### config.mk
export PLATFORM = sky130hd
export DESIGN_NAME = fcag_top
export DESIGN_NICKNAME = d
export VERILOG_FILES = /design/src/fcag_pkg.sv /design/src/fcag_crc_step.sv /design/src/fcag_top.sv
export SDC_FILE = /design/constraint.sdc
export NUM_CORES = 1
export LEC_CHECK = 0
export BUFFER_PORTS_ARGS = -buffer_cell sky130_fd_sc_hd__buf_2
export CAP_MARGIN = 5
export CORE_MARGIN = 2
export CORE_UTILIZATION = 50
export DETAILED_ROUTE_END_ITERATION = 10
export GPL_TIMING_DRIVEN = 0
export PLACE_DENSITY = 0.76
export SYNTH_ARGS = -nofsm -noshare
export SYNTH_HDL_FRONTEND = slang
export SYNTH_SLANG_ARGS = --single-unit
### constraint.sdc
create_clock -name clk -period 5 [get_ports clk]
set_input_delay 0.25 -clock clk [delete_from_list [all_inputs] [get_ports clk]]
set_output_delay 0.25 -clock clk [all_outputs]
set_load 0.05 [all_outputs]
### src/fcag_pkg.sv
// Package: shared constants for the flash check and access guard block.
// Assumes a 20-bit CPU byte address space and one 100 MHz system clock.
`default_nettype none
package fcag_pkg;
  localparam int ADDR_W = 20;
  // Register byte addresses
  localparam logic [19:0] GUARD_CTRL_ADDR = 20'hf0078;
  localparam logic [19:0] CHECK_CTRL_ADDR = 20'hf02f0;
  localparam logic [19:0] CHECK_RES_ADDR = 20'hf02f2;
  // Reset values
  localparam logic [7:0] GUARD_CTRL_RST = 8'h00;
  localparam logic [7:0] CHECK_CTRL_RST = 8'h00;
  localparam logic [15:0] CHECK_RES_RST = 16'h0000;
  // Check control fields
  localparam int CHK_EN_BIT = 7;
  localparam int SPAN_LSB = 0;
  localparam int SPAN_W = 4;
  localparam logic [7:0] CHECK_CTRL_MASK = 8'h8f;
  // Guard control fields
  localparam int DET_EN_BIT = 7;
  localparam int RAMG_LSB = 4;
  localparam int PORTG_BIT = 2;
  localparam int IRQG_BIT = 1;
  localparam int CLKG_BIT = 0;
  localparam logic [7:0] GUARD_CTRL_MASK = 8'hb7;
  // Memory map
  localparam logic [19:0] FLASH_END = 20'h40000;
  localparam logic [19:0] SFR_BASE = 20'hf0000;
  localparam logic [19:0] RAM_BASE = 20'hf9f00;
  localparam int SPAN_UNIT_SH = 14;
  localparam logic [19:0] EXPECT_BYTES = 20'h00004;
  localparam logic [15:0] CRC_POLY = 16'h1021;
  localparam logic [15:0] CRC_INIT = 16'h0000;
  typedef enum logic [3:0] {
    FCAG_IDLE = 4'h1,
    FCAG_READ = 4'h2,
    FCAG_WAIT = 4'h4,
    FCAG_DONE = 4'h8
  } fcag_state_t;
endpackage : fcag_pkg
`default_nettype wire

### src/fcag_crc_step.sv
// One-byte CRC-16 update, MSB first.
// Assumes the caller registers the result; purely combinational.
`default_nettype none
module fcag_crc_step #(
  parameter logic [15:0] POLY = 16'h1021
) (
  input wire logic [15:0] crc_in,
  input wire logic [7:0] data_in,
  output logic [15:0] crc_out
);
  always_comb begin
    logic [15:0] c;
    c = crc_in ^ {data_in, 8'h00};
    for (int i = 0; i < 8; i++) begin
      c = c[15] ? ((c << 1) ^ POLY) : (c << 1);
    end
    crc_out = c;
  end
endmodule : fcag_crc_step
`default_nettype wire

### src/fcag_top.sv
// Flash CRC engine and invalid-access / RAM write guard.
// Assumes CPU register accesses and access monitor inputs are synchronous
// to clk; flash answers a read with flash_rvalid one or more cycles later.
`default_nettype none
// Operation
// RULE1 - Enable bit gates start on HALT
// RULE2 - Span ends at (n+1)*16K minus 4
// RULE3 - Software stores expected CRC beside span
// RULE4 - Computed CRC lands in 16-bit result
// RULE5 - Result writes ignored unless enable set
// RULE6 - Software uses 16-bit result accesses
// RULE7 - Control accepts bit and byte writes
// RULE8 - Engine reads flash only
// RULE9 - HALT must run from RAM
// RULE10 - Reset clears result to zero
// RULE11 - Reset clears guard control to zero
// RULE12 - Software uses byte guard accesses
// RULE13 - Guard field selects 0/128/256/512 bytes
// RULE14 - Guarded RAM starts at RAM base
// RULE15 - Prohibited access raises internal reset
// RULE16 - Reads/fetches past flash end invalid
// RULE17 - Guard control bit layout
// RULE18 - Store result then release HALT
// RULE19 - Guarded writes dropped, reads allowed
module fcag_top
  import fcag_pkg::*;
#(
  parameter int SPAN_BITS = 4
) (
  input wire logic clk,
  input wire logic resetn,
  input wire logic reg_wr,
  input wire logic reg_rd,
  input wire logic [fcag_pkg::ADDR_W-1:0] reg_addr,
  input wire logic reg_wide,
  input wire logic reg_bit_op,
  input wire logic [2:0] reg_bit_idx,
  input wire logic [15:0] reg_wdata,
  output logic [15:0] reg_rdata,
  input wire logic cpu_halt_ram,
  input wire logic acc_valid,
  input wire logic acc_write,
  input wire logic acc_fetch,
  input wire logic [fcag_pkg::ADDR_W-1:0] acc_addr,
  input wire logic flash_rvalid,
  input wire logic [7:0] flash_rdata,
  output logic flash_rd,
  output logic [fcag_pkg::ADDR_W-1:0] flash_addr,
  output logic ram_wr_block,
  output logic bad_access_reset,
  output logic halt_release,
  output logic check_busy
);
  import fcag_pkg::*;

  logic [7:0] check_ctrl_r;
  logic [7:0] guard_ctrl_r;
  logic [15:0] check_res_r;
  logic [15:0] crc_r;
  logic [15:0] crc_nxt;
  logic [19:0] addr_r;
  logic [19:0] last_addr;
  logic flash_rd_r;
  logic ram_wr_block_r;
  logic bad_access_r;
  logic halt_release_r;
  logic busy_r;
  logic [15:0] rdata_r;
  fcag_state_t state_r;

  // Byte or single-bit write merge for 8-bit registers
  function automatic logic [7:0] merge8(input logic [7:0] old, input logic [7:0] mask,
                                       input logic bit_op, input logic [2:0] idx,
                                       input logic [7:0] wd);
    logic [7:0] v;
    v = old;
    if (bit_op) begin
      v[idx] = wd[0];
    end else begin
      v = wd;
    end
    return v & mask;
  endfunction : merge8

  function automatic logic hit(input logic [19:0] a, input logic [19:0] base);
    return a == base;
  endfunction : hit

  wire logic wr_ctrl = reg_wr && hit(reg_addr, CHECK_CTRL_ADDR);
  wire logic wr_guard = reg_wr && hit(reg_addr, GUARD_CTRL_ADDR) && !reg_wide;
  wire logic wr_res = reg_wr && hit(reg_addr, CHECK_RES_ADDR) && reg_wide;
  wire logic chk_en = check_ctrl_r[CHK_EN_BIT];
  wire logic [SPAN_BITS-1:0] span_sel = check_ctrl_r[SPAN_LSB +: SPAN_BITS];

  // Last byte checked; expected value sits in the 4 bytes after it
  assign last_addr = 20'(({16'h0000, span_sel} + 20'h1) << SPAN_UNIT_SH)
                     - EXPECT_BYTES - 20'h1; // RULE2 RULE3

  fcag_crc_step #(.POLY(CRC_POLY)) u_step (
    .crc_in(crc_r),
    .data_in(flash_rdata),
    .crc_out(crc_nxt)
  );

  always_ff @(posedge clk or negedge resetn) begin
    if (!resetn) begin
      check_ctrl_r <= CHECK_CTRL_RST;
    end else if (wr_ctrl) begin
      check_ctrl_r <= merge8(check_ctrl_r, CHECK_CTRL_MASK, reg_bit_op, reg_bit_idx,
                             reg_wdata[7:0]); // RULE7
    end
  end

  always_ff @(posedge clk or negedge resetn) begin
    if (!resetn) begin
      guard_ctrl_r <= GUARD_CTRL_RST; // RULE11
    end else if (wr_guard) begin
      guard_ctrl_r <= reg_wdata[7:0] & GUARD_CTRL_MASK; // RULE17
    end
  end

  // Engine completion wins over a simultaneous software write
  always_ff @(posedge clk or negedge resetn) begin
    if (!resetn) begin
      check_res_r <= CHECK_RES_RST; // RULE10
    end else if (state_r == FCAG_DONE) begin
      check_res_r <= crc_r; // RULE4 RULE18
    end else if (wr_res && chk_en) begin
      check_res_r <= reg_wdata; // RULE5
    end
  end

  // CRC sequencer; flash reads only, one byte at a time
  always_ff @(posedge clk or negedge resetn) begin
    if (!resetn) begin
      state_r <= FCAG_IDLE;
      addr_r <= 20'h00000;
      crc_r <= CRC_INIT;
      flash_rd_r <= 1'b0;
      halt_release_r <= 1'b0;
      busy_r <= 1'b0;
    end else begin
      flash_rd_r <= 1'b0;
      halt_release_r <= 1'b0;
      case (state_r)
        FCAG_IDLE: begin
          if (chk_en && cpu_halt_ram) begin // RULE1 RULE9
            state_r <= FCAG_READ;
            addr_r <= 20'h00000;
            crc_r <= CRC_INIT;
            busy_r <= 1'b1;
          end
        end
        FCAG_READ: begin
          flash_rd_r <= 1'b1; // RULE8
          state_r <= FCAG_WAIT;
        end
        FCAG_WAIT: begin
          if (flash_rvalid) begin
            crc_r <= crc_nxt;
            if (addr_r == last_addr) begin
              state_r <= FCAG_DONE;
            end else begin
              addr_r <= addr_r + 20'h1;
              state_r <= FCAG_READ;
            end
          end
        end
        FCAG_DONE: begin
          halt_release_r <= 1'b1; // RULE18
          state_r <= FCAG_IDLE;
          busy_r <= 1'b0;
        end
        default: begin
          state_r <= FCAG_IDLE;
          busy_r <= 1'b0;
        end
      endcase
    end
  end

  // Guard size in bytes from the 2-bit field
  function automatic logic [19:0] guard_len(input logic [1:0] sel);
    case (sel)
      2'h1: return 20'h00080;
      2'h2: return 20'h00100;
      2'h3: return 20'h00200;
      default: return 20'h00000;
    endcase
  endfunction : guard_len

  wire logic [19:0] glen = guard_len(guard_ctrl_r[RAMG_LSB +: 2]); // RULE13
  wire logic in_guard = (acc_addr >= RAM_BASE) && (acc_addr < RAM_BASE + glen); // RULE14
  wire logic past_flash = (acc_addr >= FLASH_END) && (acc_addr < SFR_BASE);
  wire logic fetch_bad = acc_fetch && (acc_addr >= FLASH_END) && (acc_addr < RAM_BASE);

  // Registered: memory must hold the write commit one cycle for the verdict
  always_ff @(posedge clk or negedge resetn) begin
    if (!resetn) begin
      ram_wr_block_r <= 1'b0;
      bad_access_r <= 1'b0;
    end else begin
      ram_wr_block_r <= acc_valid && acc_write && in_guard; // RULE19
      bad_access_r <= guard_ctrl_r[DET_EN_BIT] && acc_valid && !acc_write &&
                      (past_flash || fetch_bad); // RULE15 RULE16
    end
  end

  always_ff @(posedge clk or negedge resetn) begin
    if (!resetn) begin
      rdata_r <= 16'h0000;
    end else if (reg_rd) begin
      if (hit(reg_addr, CHECK_CTRL_ADDR)) begin
        rdata_r <= {8'h00, check_ctrl_r};
      end else if (hit(reg_addr, GUARD_CTRL_ADDR)) begin
        rdata_r <= {8'h00, guard_ctrl_r};
      end else if (hit(reg_addr, CHECK_RES_ADDR)) begin
        rdata_r <= check_res_r;
      end else begin
        rdata_r <= 16'h0000;
      end
    end
  end

  assign reg_rdata = rdata_r;
  assign flash_rd = flash_rd_r;
  assign flash_addr = addr_r;
  assign ram_wr_block = ram_wr_block_r;
  assign bad_access_reset = bad_access_r;
  assign halt_release = halt_release_r;
  // Busy tracks the state flops but comes from its own flop
  assign check_busy = busy_r;

  AST_NO_START: assert property (@(posedge clk) disable iff (!resetn)
    (state_r == FCAG_IDLE && !chk_en) |=> state_r == FCAG_IDLE) // RULE1
    else $error("engine left idle while disabled");
  AST_START: assert property (@(posedge clk) disable iff (!resetn) // RULE1
    (state_r == FCAG_IDLE && chk_en && cpu_halt_ram) |=> ##1 flash_rd && flash_addr == 20'h0)
    else $error("run did not start at address zero");
  AST_SPAN: assert property (@(posedge clk) disable iff (!resetn)
    flash_rd |-> flash_addr <= last_addr) // RULE2
    else $error("read beyond selected span");
  AST_FLASH_ONLY: assert property (@(posedge clk) disable iff (!resetn)
    flash_rd |-> flash_addr < FLASH_END) // RULE8
    else $error("engine read outside flash");
  AST_RES_LOCK: assert property (@(posedge clk) disable iff (!resetn)
    (wr_res && !chk_en && state_r != FCAG_DONE) |=> $stable(check_res_r)) // RULE5
    else $error("result written while disabled");
  AST_DONE: assert property (@(posedge clk) disable iff (!resetn)
    state_r == FCAG_DONE |=> halt_release && check_res_r == $past(crc_r)) // RULE18
    else $error("result or release missing at end");
  AST_CTRL_LAYOUT: assert property (@(posedge clk) disable iff (!resetn) // RULE17
    check_ctrl_r[6:4] == 3'h0 && guard_ctrl_r[6] == 1'b0 && guard_ctrl_r[3] == 1'b0)
    else $error("reserved control bits set");
  AST_GUARD: assert property (@(posedge clk) disable iff (!resetn)
    (acc_valid && acc_write && guard_ctrl_r[5:4] == 2'h1 && acc_addr == RAM_BASE + 20'h7f)
    |=> ram_wr_block) // RULE13
    else $error("guarded write not blocked");
  AST_GUARD_READ: assert property (@(posedge clk) disable iff (!resetn)
    (acc_valid && !acc_write) |=> !ram_wr_block) // RULE19
    else $error("read was blocked");
  AST_BAD: assert property (@(posedge clk) disable iff (!resetn)
    (acc_valid && !acc_write && guard_ctrl_r[7] && acc_addr == FLASH_END)
    |=> bad_access_reset) // RULE16
    else $error("invalid read not caught");
  AST_NO_BAD: assert property (@(posedge clk) disable iff (!resetn)
    !guard_ctrl_r[7] |=> !bad_access_reset) // RULE15
    else $error("reset raised with detection off");
endmodule : fcag_top
`default_nettype wire

==> results of run 1 <==
[cell type report]
| type | count | area share [%] |
|---|---|---|
| clock buffers | 9 | 2.194 |
| well taps | 111 | 2.460 |
| clock inverters | 7 | 1.352 |
| plain buffers | 20 | 1.507 |
| multi-input cells | 364 | 41.53 |
| inverters | 22 | 1.463 |
| repair buffers | 112 | 10.46 |
| flip-flops and latches | 88 | 39.03 |
[registers in the layout, summed over array words and instances (netlist names)]
signal / cells
check_ctrl_r: 5
halt_release: 1
guard_ctrl_r: 6
reg_rdata: 16
flash_addr: 20
check_busy: 1
bad_access_reset: 1
flash_rd: 1
check_res_r: 16
state_r: 4
crc_r: 16
ram_wr_block: 1
[synth_stat cells (5+ instances only)]
cell type | instances | share of area [%]
a21oi_1 | 33 | 3.5
a22o_1 | 7 | 1.3
and3_1 | 8 | 1.1
buf_2 | 5 | 0.53
clkbuf_1 | 14 | 1.1
dfrtp_1 | 87 | 46
ha_1 | 10 | 2.7
inv_1 | 22 | 1.8
mux2_2 | 9 | 2.1
mux2i_1 | 17 | 3.6
nand2_1 | 54 | 4.3
nand2b_1 | 10 | 1.3
nand3_1 | 14 | 1.5
nand4_1 | 7 | 0.93
nor2_1 | 53 | 4.2
nor3_1 | 5 | 0.53
o21ai_0 | 39 | 4.1
xnor2_1 | 23 | 4.3
xor2_1 | 24 | 4.5
[per-stage QoR]
stage                     power [mW]  worst slack (ns)  area [µm²]  hold slack (ns)  cells
after floorplan               0.8222             2.687        4716         -0.04559    494
after global placement        0.8871             2.500        5405           0.4532    715
after detailed placement      0.8953             2.461        5435           0.1969    716
after CTS                      1.384             2.440        5645           0.1414    733
after global routing           1.427             2.306        5645           0.1426    733
final                          1.369             2.416        5645           0.1480    733
[worst max-delay path, stage by stage, from the launching register on]
cell and delay, ns:
dfrtp_1 0.49, ha_1 0.31, nand2_1 0.12, nor3b_1 0.07
or4_4 0.52, a2111oi_4 0.46, a31oi_2 0.19, mux2_2 0.30
[cells by family (layout without fill, tap and decap cells)]
group,Yosys count,after routing,synth area share (%)
mux,26,26,5.757
compound gates,99,99,12.76
simple gates,182,182,19.82
fa+ha+maj,10,10,2.653
flops,88,88,46.72
xor+xnor,47,47,8.729
buf+inv,42,170,3.555
[power by group]
group / switching, mW / internal [mW]
combinational: 0.0814 / 0.0631
sequential: 0.0137 / 0.723
clock: 0.292 / 0.196
total: 0.387 / 0.982
[path summary, 6_finish.rpt]
| check | start | end |
|---|---|---|
| hold reg to reg | check_res_r[4]$_DFFE_PN0P_ | reg_rdata[4]$_DFFE_PN0P_ |
| setup reg to reg | check_ctrl_r[1]$_DFFE_PN0P_ | flash_addr[0]$_DFFE_PN0P_ |
| hold / removal | acc_addr[14] | ram_wr_block$_DFF_PN0_ |
| setup / recovery | check_ctrl_r[1]$_DFFE_PN0P_ | flash_addr[0]$_DFFE_PN0P_ |
| max in group asynchronous | resetn | state_r[0]$_DFFE_PN1P_ |
| min in group asynchronous | resetn | flash_addr[11]$_DFFE_PN0P_ |
[metal layers]
metal	vias up	routed length, µm	global-route usage [%]
met3	18	669	4.785
met1	1902	4934	29.76
li1	1951	-	-
met4	0	218	9.044
met2	114	5387	37.09
met5	-	0	0
[timing repair]
action                                 in CTS  in global routing
endpoints found under the hold margin      26                  0
buffers inserted                            0                  0
hold buffers                                1                  0
==> results.yml, run 1 <==
route:
  viasPerCell: 5.437
  wl_per_cell_um: 15.29
  drt_iter0_markers: 211
  wirelength_um: 11210
  vias: 3985
  antenna_left: 0
  drc: 0
  dr.pass1.iters: 4
timing:
  final_max_slew_viol_count: 0
  fin_crit_sh_pct: 51.67
  final.setup.tns_ns: 0
  hold_viol_final: 0
  max_freq_ghz: 0.3871
  relSlewSlack_pct: 63.77
  tightestPinTransition_ns: 0.5364
  rsz0062_at_grt: "no"
  finClkSkew_ns: 0.01269
  final-setup-viol-count: 0
  min_period_ns: 2.584
floorplan:
  fp.dieW_um: 101.1
  die_h_um: 101.1
  coreArea_mm2: 0.009196
  num_rows: 35
  ioPinCount: 119
  start_util_pct: 51.28
  dieArea_mm2: 0.01022
critical_path:
  cp_max_fo: 8
  crit_type: "reg2reg"
  cp.arrival_ns: 2.85
  reg2reg_slack_ns: 2.42
  reg2regPathDepth: 7
  start_kind: "flop"
  crit_path_end_kind: "flop"
  cp.required_ns: 5.26
global_routing:
  grt_antenna_before_repair: 0
  gr-usage-all-layers_pct: 22.72
  grt_pass1_wl_um: 18230
  grt_max_degree: 63
  grt-ovfl-total: 0
  grt_pass1_vias: 3866
cells_and_area:
  final_cell_mix: "buf_2 (114), dfrtp_1 (87), nand2_1 (54)"
  drive_above_1_share_pct: 25.40
  multiInputGateArea_mm2: 0.002345
  area_delta_synth_final_pct: 19.71
  postLayoutCoreUtil_pct: 61.39
  layout_commonest_cell: "buf_2"
  antenna_cells: 0
  finalNetCount: 705
  nFillCells: 804
  regArea_mm2: 0.002203
status:
  status: "finished, final reports clean"
clock_network:
  htree_levels: 3
  clock_latency_ns: 0.37
  clk_pin_slew_ns: 0.10
  clockBufferDepth: 2
  cts_root_buf: "clkbuf_8"
  cts_tree: "yes"
  cts_resized: 0
  cts.sink_count: 88
  cts-buffers-inserted: 9
synthesis:
  synth_area_mm2: 0.004716
  postSynthCellCount: 494
  ys.flop_type: "dfrtp_1"
  synth-seq-area-share_pct: 46.72
  async_flop_share_pct: 100.0
  synth_edf_count: 0
  syn_avg_cell_area_um2: 9.546
  synth_seq_cells: 88
  yosysWarnings: 0
  ys_types: 55
  syn-num-nets: 582
pwr:
  power_leakage_nw: 2.776
  pwr_density_cell_mw_per_mm2: 242.4
  ir_worst_vdd_v: 0.0001353
run:
  max_cap_viol_count: 0
placement:
  dp_hpwl_um: 8476
  gp_congestion: 0.8745
  numPortBuffers: 110
hold_path:
  hp-class: "in2reg"
  hold_depth: 4
(Power assumes the default switching activity.)
==> inputs of run 2 (changes only) <==
Clock period 5 ns to 2.4 ns, I/O delays scaled along.
==> results.yml, run 2 (synthesis results as in run 1) <==
cells_and_area:
  stdcell_count: 736
  largest_register_ffs: 20
  area_delta_synth_final_pct: 21.57
  multiInputGateArea_mm2: 0.002399
  top_register: "flash_addr"
  drive_above_1_share_pct: 26.88
  finalNetCount: 708
  regArea_mm2: 0.002206
  antenna_cells: 0
  layout_commonest_cell: "buf_2"
  nFillCells: 793
  final_cell_mix: "buf_2 (114), dfrtp_1 (85), nand2_1 (54)"
  postLayoutCoreUtil_pct: 62.34
floorplan:
  start_util_pct: 51.28
  num_rows: 35
  dieArea_mm2: 0.01022
  coreArea_mm2: 0.009196
  die_h_um: 101.1
  fp.dieW_um: 101.1
  ioPinCount: 119
critical_path:
  cp_max_fo: 4
  start_kind: "flop"
  r2r_start: "check_ctrl_r[1]$_DFFE_PN0P_"
  reg2regPathDepth: 9
  cpPeakStageDelay_ns: 0.49
  crit_path_end_kind: "flop"
  crit_chain: "buf_6, buf_4, nand2_2, and4_4, or4_4, a2111oi_4, buf_4, a31oi_4, mux2_4"
  crit_type: "reg2reg"
  path_common_cell: "buf_4"
  rr_endpoint: "flash_addr[0]$_DFFE_PN0P_"
  cp.arrival_ns: 2.65
  crit_slowest_cell: "or4_4"
  reg2reg_slack_ns: 0.02
  cp.required_ns: 2.67
  path_delay_family: "simple AND/OR/NAND/NOR gates"
  cp_num_buf_inv: 3
clock_network:
  clock_latency_ns: 0.37
  cts.sink_count: 88
  cts_root_buf: "clkbuf_8"
  cts_tree: "yes"
  htree_levels: 3
  clk_pin_slew_ns: 0.10
  cts-buffers-inserted: 9
  clockBufferDepth: 2
placement:
  place_inst: 716
  numPortBuffers: 110
  gp_congestion: 0.8745
  dp_hpwl_um: 8476
route:
  wirelength_um: 11440
  viasPerCell: 5.416
  vias: 3986
  antenna_left: 0
  drt_iter0_markers: 191
  dr.pass1.iters: 5
  drc: 0
  wl_per_cell_um: 15.54
global_routing:
  grt_max_degree: 63
  grt_antenna_before_repair: 0
  grt_pass1_vias: 3888
  gr-usage-all-layers_pct: 22.92
  grt-ovfl-total: 0
  grt_pass1_wl_um: 18390
timing:
  final-setup-viol-count: 0
  final_max_slew_viol_count: 0
  max_freq_ghz: 0.4197
  tightestPinTransition_ns: 0.5356
  relSlewSlack_pct: 63.83
  hold_viol_final: 0
  fin_crit_sh_pct: 99.28
  min_period_ns: 2.383
  finClkSkew_ns: 0.01150
hold_path:
  hold_end: "ram_wr_block$_DFF_PN0_"
  hold_depth: 4
  hold_path.startpoint: "acc_addr[14]"
  hp-class: "in2reg"
pwr:
  power_leakage_nw: 2.794
  pwr_density_cell_mw_per_mm2: 498.7
  ir_worst_vdd_v: 0.0002828
status:
  status: "finished, final reports clean"
run:
  max_cap_viol_count: 0
run 2: cell types whose count changed in the layout (fill, tap and decap cells not counted), sizes merged:
cell / previous run / this run
buf: 117 / 121
clkbuf: 23 / 22
run 2: how the worst max path moves through the flow:
stage	end	slack (ns)	startpoint	cells past startpoint
5_1_grt	flash_addr[0]$_DFFE_PN0P_	-0.04	check_ctrl_r[1]$_DFFE_PN0P_	9
3_5_place_dp	flash_addr[0]$_DFFE_PN0P_	-0.14	check_ctrl_r[1]$_DFFE_PN0P_	7
2_1_floorplan	flash_addr[0]$_DFFE_PN0P_	0.09	check_ctrl_r[1]$_DFFE_PN0P_	6
6_report	flash_addr[0]$_DFFE_PN0P_	0.02	check_ctrl_r[1]$_DFFE_PN0P_	9
3_3_place_gp	flash_addr[0]$_DFFE_PN0P_	-0.1	check_ctrl_r[1]$_DFFE_PN0P_	7
4_1_cts	flash_addr[6]$_DFFE_PN0P_	0.01	state_r[1]$_DFFE_PN0P_	7
run 2: worst register-to-register path, delay by kind of cell, from the launching register on:
| kind | cells | cell delay [ns] |
|---|---|---|
| and+or+nand+nor | 3 | 0.72 |
| DFF | 1 | 0.45 |
| AOI/OAI and AO/OA | 2 | 0.41 |
| buffers and inverters | 3 | 0.40 |
| muxes | 1 | 0.30 |
run 2: power by group:
part / internal, mW / switching, mW / leakage, nW
clock network: 0.408 / 0.614 / 0.100
registers: 1.51 / 0.0286 / 1.20
logic: 0.132 / 0.170 / 1.49
total: 2.05 / 0.813 / 2.79
run 2: stage by stage:
| stage | area [µm²] | power, mW | hold WS (ns) | setup WS (ns) | setup TNS, ns |
|---|---|---|---|---|---|
| finish | 5733 | 2.859 | 0.01575 | 0.01720 | 0 |
| floorplan | 4716 | 1.713 | -0.1756 | 0.08661 | 0 |
| global route | 5733 | 2.975 | 0.01258 | -0.03754 | -0.06196 |
| global placement | 5405 | 1.848 | 0.3883 | -0.09968 | -0.2105 |
| detailed placement | 5435 | 1.865 | 0.06688 | -0.1393 | -0.2857 |
| CTS | 5664 | 2.883 | 0.01136 | 0.01047 | 0 |
run 2: timing repair:
action                     4_1_cts  5_1_grt
pin swaps                        1        0
setup endpoints to repair        3       18
hold buffers                     1        0
hold endpoints to repair        26        0
setup buffers                    2        2
gates resized for setup          2       11
run 2: cell type report:
class                   instances  share of cell area (%)
clock buffers                   9                   2.161
repair buffers                116                   10.89
clock inverters                 7                   1.331
flip-flops and latches         88                   38.48
multi-input cells             364                   41.84
well taps                     111                   2.423
plain buffers                  19                   1.440
inverters                      22                   1.440
run 2: metal layers:
metal	part of all wire [%]	up-vias	GRT usage (%)	routed length (µm)
li1	-	1960	-	-
met1	44	1888	29.94	5015
met2	48	121	37.60	5542
met3	5.7	17	4.785	652
met4	2.0	0	9.044	226
met5	0	-	0	0
